[src/rtl/ptt_pkg.sv]
// constants, register map and carrier types for the process time-out timer
// assumes a 100 MHz pclk and 32-bit APB data; nothing here holds logic
package ptt_pkg;
   // ---------------------------------------------------------------
   // register map (byte addresses)
   // ---------------------------------------------------------------
   localparam logic [11:0] ADDR_CTRL    = 12'h000;
   localparam logic [11:0] ADDR_PERIOD  = 12'h004;
   localparam logic [11:0] ADDR_STATUS  = 12'h008;
   localparam logic [11:0] ADDR_DISPLAY = 12'h00C;

   // ---------------------------------------------------------------
   // field positions
   // ---------------------------------------------------------------
   localparam int CTRL_ENABLE    = 0;
   localparam int CTRL_MIN_RES   = 1;  // 1: MM:SS, 0: HH:MM
   localparam int CTRL_START_AL  = 2;  // 1: second alarm starts, 0: run/hold key
   localparam int CTRL_ELAPSED   = 3;  // 1: elapsed view, 0: remaining view
   localparam int CTRL_TO_PERIOD = 4;  // 1: freeze on period at time-out, 0: on 00:00
   localparam int CTRL_RESET     = 8;  // write one: timer reset, reads zero
   localparam int LO_POS         = 0;
   localparam int HI_POS         = 8;
   localparam int GLYPH_POS      = 16;
   localparam int STAT_RELAY     = 2;
   localparam int STAT_OWNED     = 3;

   // ---------------------------------------------------------------
   // value ranges and timing
   // ---------------------------------------------------------------
   localparam logic [6:0] HI_MAX     = 7'h63;  // 99
   localparam logic [6:0] LO_MAX_HR  = 7'h3B;  // 59 minutes
   localparam logic [6:0] LO_MAX_MIN = 7'h63;  // 99 seconds
   localparam logic [6:0] LO_WRAP    = 7'h3B;  // running count wraps after 59
   localparam logic [5:0] MIN_LAST   = 6'h3B;  // last second of a minute
   localparam int         CLK_HZ     = 100_000_000;
   localparam int         SECOND_S   = 1;
   localparam int         SEC_CYCLES = CLK_HZ * SECOND_S;
   localparam logic [6:0] FIELD_ZERO = 7'h00;
   localparam logic [6:0] FIELD_ONE  = 7'h01;
   localparam logic [1:0] GLYPH_STEP = 2'h1;

   typedef enum logic [1:0]
   {
      PTT_IDLE    = 2'b00,
      PTT_RUN     = 2'b01,
      PTT_HOLD    = 2'b10,
      PTT_TIMEOUT = 2'b11
   } ptt_state_t;

   // hours:minutes or minutes:seconds pair
   typedef struct packed
   {
      logic [6:0] hi;
      logic [6:0] lo;
   } ptt_time_t;

   typedef struct packed
   {
      logic enable;
      logic min_res;
      logic start_al;
      logic elapsed;
      logic to_period;
   } ptt_cfg_t;
endpackage

[src/rtl/ptt_timer.sv]
// process time-out timer: apb registers, prescaler, counters, relay ownership
// assumes keypad strobes and the second alarm level are synchronous to pclk
`timescale 1ns/1ps

// Overview of operation
// - a time-out period of 0..99:59 in hour mode or 0..99:99 in minute mode is held.
// - a configuration bit picks the run/hold key or the second alarm as the only start.
// - a configuration bit picks a remaining-time or an elapsed-time display.
// - remaining view shows a falling value and a counterclockwise glyph.
// - elapsed view shows a rising value and a clockwise glyph.
// - once enabled and started the timer alone drives the first alarm relay.
// - at time-out the relay is set, the glyph stops and the display freezes as chosen.
// - a reset hands the relay back to the other alarm request, shows the period, allows key trimming, and rearms.
module ptt_timer
#(
   parameter int SEC_CYCLES = ptt_pkg::SEC_CYCLES
)
(
   // clock and reset
   input  wire logic        pclk,
   input  wire logic        presetn,
   // apb slave
   input  wire logic        psel,
   input  wire logic        penable,
   input  wire logic        pwrite,
   input  wire logic [11:0] paddr,
   input  wire logic [31:0] pwdata,
   output logic      [31:0] prdata,
   output logic             pready,
   output logic             pslverr,
   // operator keypad and alarm sources
   input  wire logic        run_hold_key,
   input  wire logic        inc_key,
   input  wire logic        dec_key,
   input  wire logic        reset_key,
   input  wire logic        second_alarm_trigger,
   input  wire logic        other_alarm1_req,
   // relay and display
   output logic             alarm1_relay,
   output logic             relay_owned,
   output logic      [6:0]  disp_hi,
   output logic      [6:0]  disp_lo,
   output logic      [1:0]  glyph_phase,
   output logic             glyph_ccw
);
   // ---------------------------------------------------------------
   // state
   // ---------------------------------------------------------------
   ptt_pkg::ptt_cfg_t   cfg_q;
   ptt_pkg::ptt_time_t  period_q;
   ptt_pkg::ptt_time_t  rem_q;
   ptt_pkg::ptt_time_t  el_q;
   ptt_pkg::ptt_state_t state_q;
   logic [26:0]         sec_cnt_q;
   logic [5:0]          min_cnt_q;
   logic                alarm_q;
   logic [1:0]          glyph_q;

   logic       wr_acc;
   logic       setup;
   logic       sec_tick;
   logic       unit_tick;
   logic       start_ev;
   logic       reset_ev;
   logic       alarm_rise;
   logic [6:0] lo_max;

   assign setup      = psel & ~penable;
   assign wr_acc     = psel & penable & pready & pwrite;
   assign lo_max     = cfg_q.min_res ? ptt_pkg::LO_MAX_MIN : ptt_pkg::LO_MAX_HR;
   assign alarm_rise = second_alarm_trigger & ~alarm_q;
   // only the configured source may start a count
   assign start_ev   = cfg_q.start_al ? alarm_rise : run_hold_key;
   assign reset_ev   = reset_key | (wr_acc & (paddr == ptt_pkg::ADDR_CTRL)
                                   & pwdata[ptt_pkg::CTRL_RESET]);
   // one second from the prescaler; in hour mode sixty of them make a unit
   assign sec_tick   = (sec_cnt_q == 27'(SEC_CYCLES - 1));
   assign unit_tick  = sec_tick & (cfg_q.min_res | (min_cnt_q == ptt_pkg::MIN_LAST));

   // ---------------------------------------------------------------
   // apb slave: answers in the first access cycle, no wait states
   // ---------------------------------------------------------------
   always_ff @(posedge pclk or negedge presetn)
   begin
      if (!presetn)
      begin
         pready  <= 1'b0;
         pslverr <= 1'b0;
         prdata  <= 32'h0000_0000;
      end
      else
      begin
         pready  <= setup;
         pslverr <= setup & ~(paddr == ptt_pkg::ADDR_CTRL || paddr == ptt_pkg::ADDR_PERIOD ||
                              paddr == ptt_pkg::ADDR_STATUS || paddr == ptt_pkg::ADDR_DISPLAY);
         prdata  <= 32'h0000_0000;
         if (setup && !pwrite)
         begin
            unique case (paddr)
               ptt_pkg::ADDR_CTRL:    prdata <= {27'h0, cfg_q.to_period, cfg_q.elapsed,
                                                 cfg_q.start_al, cfg_q.min_res, cfg_q.enable};
               ptt_pkg::ADDR_PERIOD:  prdata <= {17'h0, period_q.hi, 1'b0, period_q.lo};
               ptt_pkg::ADDR_STATUS:  prdata <= {28'h0, relay_owned, alarm1_relay, state_q};
               ptt_pkg::ADDR_DISPLAY: prdata <= {14'h0, glyph_phase, 1'b0, disp_hi,
                                                 1'b0, disp_lo};
               default:               prdata <= 32'h0000_0000; // unmapped reads zero
            endcase
         end
      end
   end

   // configuration, software sets it before use
   always_ff @(posedge pclk or negedge presetn)
   begin
      if (!presetn)
         cfg_q <= '0;
      else if (wr_acc && paddr == ptt_pkg::ADDR_CTRL)
      begin
         cfg_q.enable    <= pwdata[ptt_pkg::CTRL_ENABLE];
         cfg_q.min_res   <= pwdata[ptt_pkg::CTRL_MIN_RES];
         cfg_q.start_al  <= pwdata[ptt_pkg::CTRL_START_AL];
         cfg_q.elapsed   <= pwdata[ptt_pkg::CTRL_ELAPSED];
         cfg_q.to_period <= pwdata[ptt_pkg::CTRL_TO_PERIOD];
      end
   end

   // period: writable and trimmable only while idle, clamped to the range
   always_ff @(posedge pclk or negedge presetn)
   begin
      if (!presetn)
         period_q <= '0;
      else if (state_q == ptt_pkg::PTT_IDLE)
      begin
         if (wr_acc && paddr == ptt_pkg::ADDR_PERIOD)
         begin
            period_q.hi <= (pwdata[14:8] > ptt_pkg::HI_MAX) ? ptt_pkg::HI_MAX : pwdata[14:8];
            period_q.lo <= (pwdata[6:0] > lo_max) ? lo_max : pwdata[6:0];
         end
         else if (inc_key && !dec_key)
         begin
            if (period_q.lo < lo_max)
               period_q.lo <= period_q.lo + ptt_pkg::FIELD_ONE;
            else if (period_q.hi < ptt_pkg::HI_MAX)
            begin
               period_q.lo <= ptt_pkg::FIELD_ZERO;
               period_q.hi <= period_q.hi + ptt_pkg::FIELD_ONE;
            end
         end
         else if (dec_key && !inc_key)
         begin
            if (period_q.lo != ptt_pkg::FIELD_ZERO)
               period_q.lo <= period_q.lo - ptt_pkg::FIELD_ONE;
            else if (period_q.hi != ptt_pkg::FIELD_ZERO)
            begin
               period_q.lo <= lo_max;
               period_q.hi <= period_q.hi - ptt_pkg::FIELD_ONE;
            end
         end
         else if (period_q.lo > lo_max)
            period_q.lo <= lo_max; // resolution changed under a 99 second field
      end
   end

   // ---------------------------------------------------------------
   // sequencing: idle, run, hold, time-out
   // ---------------------------------------------------------------
   always_ff @(posedge pclk or negedge presetn)
   begin
      if (!presetn)
         state_q <= ptt_pkg::PTT_IDLE;
      else if (!cfg_q.enable || reset_ev)
         state_q <= ptt_pkg::PTT_IDLE;
      else
      begin
         unique case (state_q)
            ptt_pkg::PTT_IDLE:
               if (start_ev)
                  state_q <= ptt_pkg::PTT_RUN;
            ptt_pkg::PTT_RUN:
               if (rem_q == '0)
                  state_q <= ptt_pkg::PTT_TIMEOUT;
               else if (run_hold_key && !cfg_q.start_al)
                  state_q <= ptt_pkg::PTT_HOLD;
            ptt_pkg::PTT_HOLD:
               if (run_hold_key)
                  state_q <= ptt_pkg::PTT_RUN;
            ptt_pkg::PTT_TIMEOUT:
               state_q <= ptt_pkg::PTT_TIMEOUT; // waits for a reset
         endcase
      end
   end

   // prescaler, cleared while idle so each start gets full units, held during hold and time-out
   always_ff @(posedge pclk or negedge presetn)
   begin
      if (!presetn)
      begin
         sec_cnt_q <= 27'h0000000;
         min_cnt_q <= 6'h00;
      end
      else if (state_q == ptt_pkg::PTT_IDLE)
      begin
         sec_cnt_q <= 27'h0000000;
         min_cnt_q <= 6'h00;
      end
      else if (state_q == ptt_pkg::PTT_RUN)
      begin
         sec_cnt_q <= sec_tick ? 27'h0000000 : sec_cnt_q + 27'h0000001;
         if (sec_tick)
            min_cnt_q <= (min_cnt_q == ptt_pkg::MIN_LAST) ? 6'h00 : min_cnt_q + 6'h01;
      end
   end

   // remaining counts down from the period, elapsed counts up from zero
   always_ff @(posedge pclk or negedge presetn)
   begin
      if (!presetn)
      begin
         rem_q <= '0;
         el_q  <= '0;
      end
      else if (state_q == ptt_pkg::PTT_IDLE)
      begin
         rem_q <= period_q;
         el_q  <= '0;
      end
      else if (state_q == ptt_pkg::PTT_RUN && unit_tick && rem_q != '0)
      begin
         if (rem_q.lo == ptt_pkg::FIELD_ZERO)
         begin
            rem_q.lo <= ptt_pkg::LO_WRAP;
            rem_q.hi <= rem_q.hi - ptt_pkg::FIELD_ONE;
         end
         else
            rem_q.lo <= rem_q.lo - ptt_pkg::FIELD_ONE;
         if (el_q.lo == ptt_pkg::LO_WRAP)
         begin
            el_q.lo <= ptt_pkg::FIELD_ZERO;
            el_q.hi <= el_q.hi + ptt_pkg::FIELD_ONE;
         end
         else
            el_q.lo <= el_q.lo + ptt_pkg::FIELD_ONE;
      end
   end

   // glyph steps once per unit while running and stands still otherwise
   always_ff @(posedge pclk or negedge presetn)
   begin
      if (!presetn)
         glyph_q <= 2'h0;
      else if (state_q == ptt_pkg::PTT_RUN && unit_tick)
         glyph_q <= cfg_q.elapsed ? glyph_q + ptt_pkg::GLYPH_STEP
                                  : glyph_q - ptt_pkg::GLYPH_STEP;
   end

   // ---------------------------------------------------------------
   // outputs, all registered
   // ---------------------------------------------------------------
   always_ff @(posedge pclk or negedge presetn)
   begin
      if (!presetn)
      begin
         alarm_q      <= 1'b0;
         alarm1_relay <= 1'b0;
         relay_owned  <= 1'b0;
         disp_hi      <= 7'h00;
         disp_lo      <= 7'h00;
         glyph_phase  <= 2'h0;
         glyph_ccw    <= 1'b0;
      end
      else
      begin
         alarm_q     <= second_alarm_trigger;
         // the other alarm function is locked out while the timer owns the relay
         relay_owned <= cfg_q.enable && state_q != ptt_pkg::PTT_IDLE;
         if (cfg_q.enable && state_q != ptt_pkg::PTT_IDLE)
            alarm1_relay <= (state_q == ptt_pkg::PTT_TIMEOUT);
         else
            alarm1_relay <= other_alarm1_req;
         glyph_phase <= glyph_q;
         glyph_ccw   <= ~cfg_q.elapsed;
         unique case (state_q)
            ptt_pkg::PTT_IDLE:
               {disp_hi, disp_lo} <= period_q;
            ptt_pkg::PTT_TIMEOUT:
               {disp_hi, disp_lo} <= cfg_q.to_period ? period_q : '0;
            default:
               {disp_hi, disp_lo} <= cfg_q.elapsed ? el_q : rem_q;
         endcase
      end
   end
endmodule // ptt_timer

[config.mk]
export PLATFORM = sky130hd
export DESIGN_NAME = ptt_timer
export DESIGN_NICKNAME = d
export VERILOG_FILES = /design/src/rtl/ptt_pkg.sv /design/src/rtl/ptt_timer.sv
export SDC_FILE = /design/constraint.sdc
export NUM_CORES = 1
export LEC_CHECK = 0
export BUFFER_PORTS_ARGS = -buffer_cell sky130_fd_sc_hd__buf_2
export CORE_ASPECT_RATIO = 0.5
export CORE_MARGIN = 2
export CORE_UTILIZATION = 35
export DETAILED_ROUTE_END_ITERATION = 8
export GPL_TIMING_DRIVEN = 0
export PLACE_DENSITY_LB_ADDON = 0.12
export SYNTH_ARGS = -nofsm -noshare
export SYNTH_HDL_FRONTEND = slang
export SYNTH_SLANG_ARGS = --single-unit
[constraint.sdc]
create_clock -name pclk -period 6.2 [get_ports pclk]
set_clock_uncertainty 0.1 [all_clocks]
set_input_delay 0.93 -clock pclk [delete_from_list [all_inputs] [get_ports pclk]]
set_output_delay 0.93 -clock pclk [all_outputs]
set_load 0.1 [all_outputs]
Word-level counts from Yosys, hierarchy flattened

Cells that the tools add are included.

Register bits: 138
Word-level logic and storage cells: 158
Input port bits: 55

Mux-type cells: 44
Eq/ne operators: 17
$lt $le $gt $ge: 5
Bitwise operators: 15
Add/sub/neg operators: 12
Reductions and logical operators: 40

Operator list:

| kind                    | count |
|---|---|
| $mux W14                | 10 |
| $mux W7                 | 14 |
| $mux W27                | 3 |
| $pmux W18 S4            | 1 |
| $mux W32                | 1 |
| $add A7 B1 Y7 const B   | 4 |
| $pmux W7 S2             | 2 |
| $sub A7 B1 Y7 const B   | 4 |
| $add A27 B1 Y27 const B | 1 |
| $eq A27 B27 Y1 const B  | 1 |
| $eq A12 B4 Y1 const B   | 2 |
| $mux W6                 | 4 |
| $gt A7 B7 Y1            | 2 |
| $logic_not A14 Y1       | 1 |
| $reduce_bool A14 Y1     | 1 |
| $reduce_bool A7 Y1      | 2 |
| $eq A12 B3 Y1 const B   | 1 |
| $logic_not A12 Y1       | 1 |
| $mux W2                 | 6 |
| $ne A3 B3 Y1 const B    | 4 |
| $reduce_bool A2 Y1      | 6 |
| $and A1 B1 Y1           | 9 |
| $logic_and A1 B1 Y1     | 9 |
| $pmux W2 S4             | 1 |
| other kinds (27)        | 43 |

Logic depth before layout (Yosys ltp)

Word-level depth: 9
Gate-level depth with buffers: 10
Depth with buffers taken out: 9

Worst setup path before layout

Ideal clock, no wire load.

Kind: input -> register
Start point: input inc_key
End point: register period_q[13] (netlist name)
Arrival time: 3.065 ns
Stages on the path: 9
Setup slack: 2.914 ns
Data required time: 5.979 ns
Cell sequence: nor2b_1 -> clkinv_1 -> fa_1 -> a211oi_1 -> o21bai_1 -> a21oi_1 -> xnor2_1 -> o21ba_2 -> o22a_1

Word-level cells in the longest chain between the ends: 4
Elaborated cells between the ends (all ways): 11
Those cells by class: eq/ne: 3; mux: 2; reduce/logical: 6

Ends and longest elaborated chain:

| element                             | line             | RTL |
|---|---|---|
| from (decl)                         | ptt_timer.sv:33  | `input wire logic inc_key,` |
| $logic_not A1 Y1                    | ptt_timer.sv:149 | `else if (dec_key && !inc_key)` |
| $logic_and A1 B1 Y1                 | ptt_timer.sv:149 |  |
| $reduce_bool A3 Y1 (no source line) | n/a              |  |
| $reduce_and A6 Y1 (no source line)  | n/a              |  |
| to (decl)                           | ptt_timer.sv:50  | `ptt_pkg::ptt_time_t period_q;` |

Parallel ways exist; a longest one is shown, timed or not.
A chain may end at the register's enable or synchronous reset.

Worst setup path after layout

Same ends and word-level chain as after synthesis.

==> impl_metrics.env <==
export IMPL_power_density_nw_per_um2=384
export IMPL_ys_types=62
export IMPL_root_buffer="clkbuf_16"
export IMPL_syn_inst=757
export IMPL_cts_num_sinks=122
export IMPL_vias_per_cell=5.18
export IMPL_fin_crit_sh_pct=56.9
export IMPL_min_to="glyph_phase[1]"
export IMPL_path_cells="buf_2 > nor2b_1 > clkinv_1 > fa_1 > a211oi_1 > o21bai_1 > a21oi_1 > xnor2_1 > o21ba_2 > o22a_1"
export IMPL_track_usage_pct=18.8
export IMPL_r2r_start="cfg_q[3]"
export IMPL_cp_start_kind="input port"
export IMPL_critical_path_arrival_ns=3.74
export IMPL_first_global_vias=5802
export IMPL_crit_required_ns=6.42
export IMPL_vias=5907
export IMPL_r2r_end="period_q[3]"
export IMPL_slowest_delay_ns=0.59
export IMPL_grt_max_degree=88
export IMPL_hold_depth=0
export IMPL_die_area_sq_um=21500
export IMPL_fin_setup_tns_ns=0
export IMPL_firstDrtPassIters=5
export IMPL_slew_violations=0
export IMPL_hold_slack_ns=0.302
export IMPL_grt_setup_unrepaired="false"
export IMPL_post_cts_resized=0
export IMPL_core_area_sq_um=19700
export IMPL_antenna_left=0
export IMPL_synth_area_leaders="dfrtp_1 43%, nor2_1 4.5%, ha_1 4.4%"
export IMPL_port_buffers=72
export IMPL_cts_tree="done"
export IMPL_syn_to_final_growth_pct=19.7
export IMPL_grt_overflow_total=0
export IMPL_clk_latency_ns=0.43
export IMPL_hp_start="glyph_q[1]"
export IMPL_antenna_found_initial=0
export IMPL_cp_slowest_cell="fa_1"
export IMPL_synth_edf_count=0
export IMPL_yosys_most_used_dff="dfrtp_1"
export IMPL_die_y_um=105
export IMPL_antenna_cells=0
export IMPL_numCtsBuffers=17
export IMPL_p_leak_uw=0.00381
export IMPL_die_width_um=205
export IMPL_route_detailed_drc=0
export IMPL_worst_slew_pin_slew_ns=1.08
export IMPL_crit_family="compound AO/OA/AOI/OAI gates"
export IMPL_finalSetupViolCount=0
export IMPL_synth_seq_area_share_pct=43.0
export IMPL_maxCapViolations=0
export IMPL_syn_area_per_cell_sq_um=9.37
export IMPL_fin_crit_ns=3.53
export IMPL_end_kind="flop"
export IMPL_criticalPathCategory="input port to flop"
export IMPL_yosysTopAreaCellShare_pct=43.0
export IMPL_reg2reg_depth=9
export IMPL_ctsHoldBuffers=0
export IMPL_rrSetupSlack_ns=2.94
export IMPL_path_buf_inv=2
export IMPL_final_nets=945
export IMPL_path_max_fanout=13
export IMPL_post_synth_top_count_cell="dfrtp_1"
export IMPL_num_io_pins=108
export IMPL_htreeDepth=4
export IMPL_cts_setup_buffers=0
export IMPL_ys_async_sr_fraction_pct=100
export IMPL_slew_headroom_pct=27.2
export IMPL_status="complete, no violations"
export IMPL_cp_depth=10
export IMPL_drtIter0Drc=347
export IMPL_dpl_hpwl_um=14000
export IMPL_fmax_ghz=0.284
export IMPL_synth_top_area_cell="dfrtp_1"
export IMPL_hold_path_class="flop to flop"
export IMPL_yosys_top_cells_count="122 x dfrtp_1, 85 x nor2_1, 71 x nand2_1"
export IMPL_clock_path_buffers=2
export IMPL_hold_viol=0
export IMPL_synth_area_sq_um=7090
export IMPL_path_clk_slew_ns=0.06
export IMPL_nFillCells=1910
export IMPL_yosysWarnings=0
export IMPL_drt_total_wl_um=19000
export IMPL_grt_pass1_wl_um=31500
export IMPL_ir_worst_vdd_uv=190
export IMPL_ys_seq_elements=122
export IMPL_post_drt_wl_per_cell_um=16.6
export IMPL_routabilityCongestion=0.883
export IMPL_rows=36
export IMPL_start_util_pct=36.0
export IMPL_drive_gt1_share_pct=17.8
==> routing by layer <==
layer	GRT usage (%)	vias to the layer above	share of wire [%]
met5	0	-	0
met4	5.14	0	0.79
met2	27.8	107	44
met1	27.5	2879	50
li1	-	2909	-
met3	4.12	12	4.5
==> kinds of logic after synthesis <==
family / share of synthesized area (%)
adders and majority gates: 4.69
AOI/OAI and AO/OA: 13.4
DFF: 43.0
and+or+nand+nor: 22.4
xor gates and xnor gates: 5.56
muxes: 6.05
other: 0.0529
buffers and inverters: 4.85
==> area by class of cell <==
| cell class | instances | area (sq um) | share of cell area (%) |
|---|---|---|---|
| timing repair buffer | 73 | 394 | 4.64 |
| tap | 266 | 333 | 3.92 |
| clock inverter | 8 | 143 | 1.68 |
| clock buffer | 22 | 474 | 5.58 |
| multi-input combinational | 577 | 3750 | 44.2 |
| sequential | 122 | 3050 | 35.9 |
| buffer | 51 | 262 | 3.08 |
| inverter | 22 | 82.6 | 0.972 |
==> registers in the layout, summed over array words and instances, names as in the netlist <==
signal	count
alarm1_relay	1
alarm_q	1
cfg_q	5
disp_hi	7
disp_lo	7
el_q	14
glyph_ccw	1
glyph_phase	2
glyph_q	2
min_cnt_q	6
period_q	14
prdata	16
pready	1
pslverr	1
relay_owned	1
rem_q	14
sec_cnt_q	27
state_q	2
==> report_power, final <==
group / switching (uW) / total, uW / internal, uW
Combinational: 795 / 1150 / 355
Clock: 357 / 1050 / 697
Sequential: 133 / 1050 / 922
==> cell usage in the layout (no fill, tap or decap), types with 5 or more instances in the layout <==
cell type / instances
clkbuf_16: 17
and3_1: 11
nand3_1: 26
or3_1: 7
nor3_1: 18
mux2_2: 15
mux2i_1: 17
xor2_1: 32
ha_1: 25
dfrtp_1: 122
nor2_1: 85
a211oi_1: 5
buf_4: 16
or4_1: 5
conb_1: 16
clkbuf_1: 34
xnor2_1: 13
buf_2: 73
and4_1: 8
a21oi_1: 30
inv_1: 21
nand4_1: 18
a22o_1: 15
nor4_1: 9
nor2b_1: 13
a31oi_1: 6
o211ai_1: 7
nand2_1: 71
o21ai_0: 54
nor3b_1: 6
o31ai_1: 7
==> worst max-delay path by stage <==
stage / slack, ns / to / start
after floorplan: 2.91 / period_q[13] / inc_key
after global placement: 2.28 / period_q[9] / presetn
after detailed placement: 2.30 / period_q[13] / inc_key
after CTS: 2.76 / period_q[13] / inc_key
after global routing: 2.48 / period_q[13] / inc_key
final: 2.67 / period_q[13] / inc_key
==> stage by stage <==
step | setup WS [ns] | total power [uW] | cell area, sq um | util, % | instances
after floorplan | 2.91 | 1940 | 7150 | - | 772
after global placement | 2.28 | 2190 | 7840 | 39.8 | 1110
after detailed placement | 2.30 | 2210 | 7880 | 40.0 | 1111
after CTS | 2.76 | 3280 | 8490 | 43.1 | 1141
after global routing | 2.48 | 3450 | 8490 | 43.1 | 1141
final | 2.67 | 3260 | 8490 | 43.1 | 1141
Power figures use the tool's default switching activity.
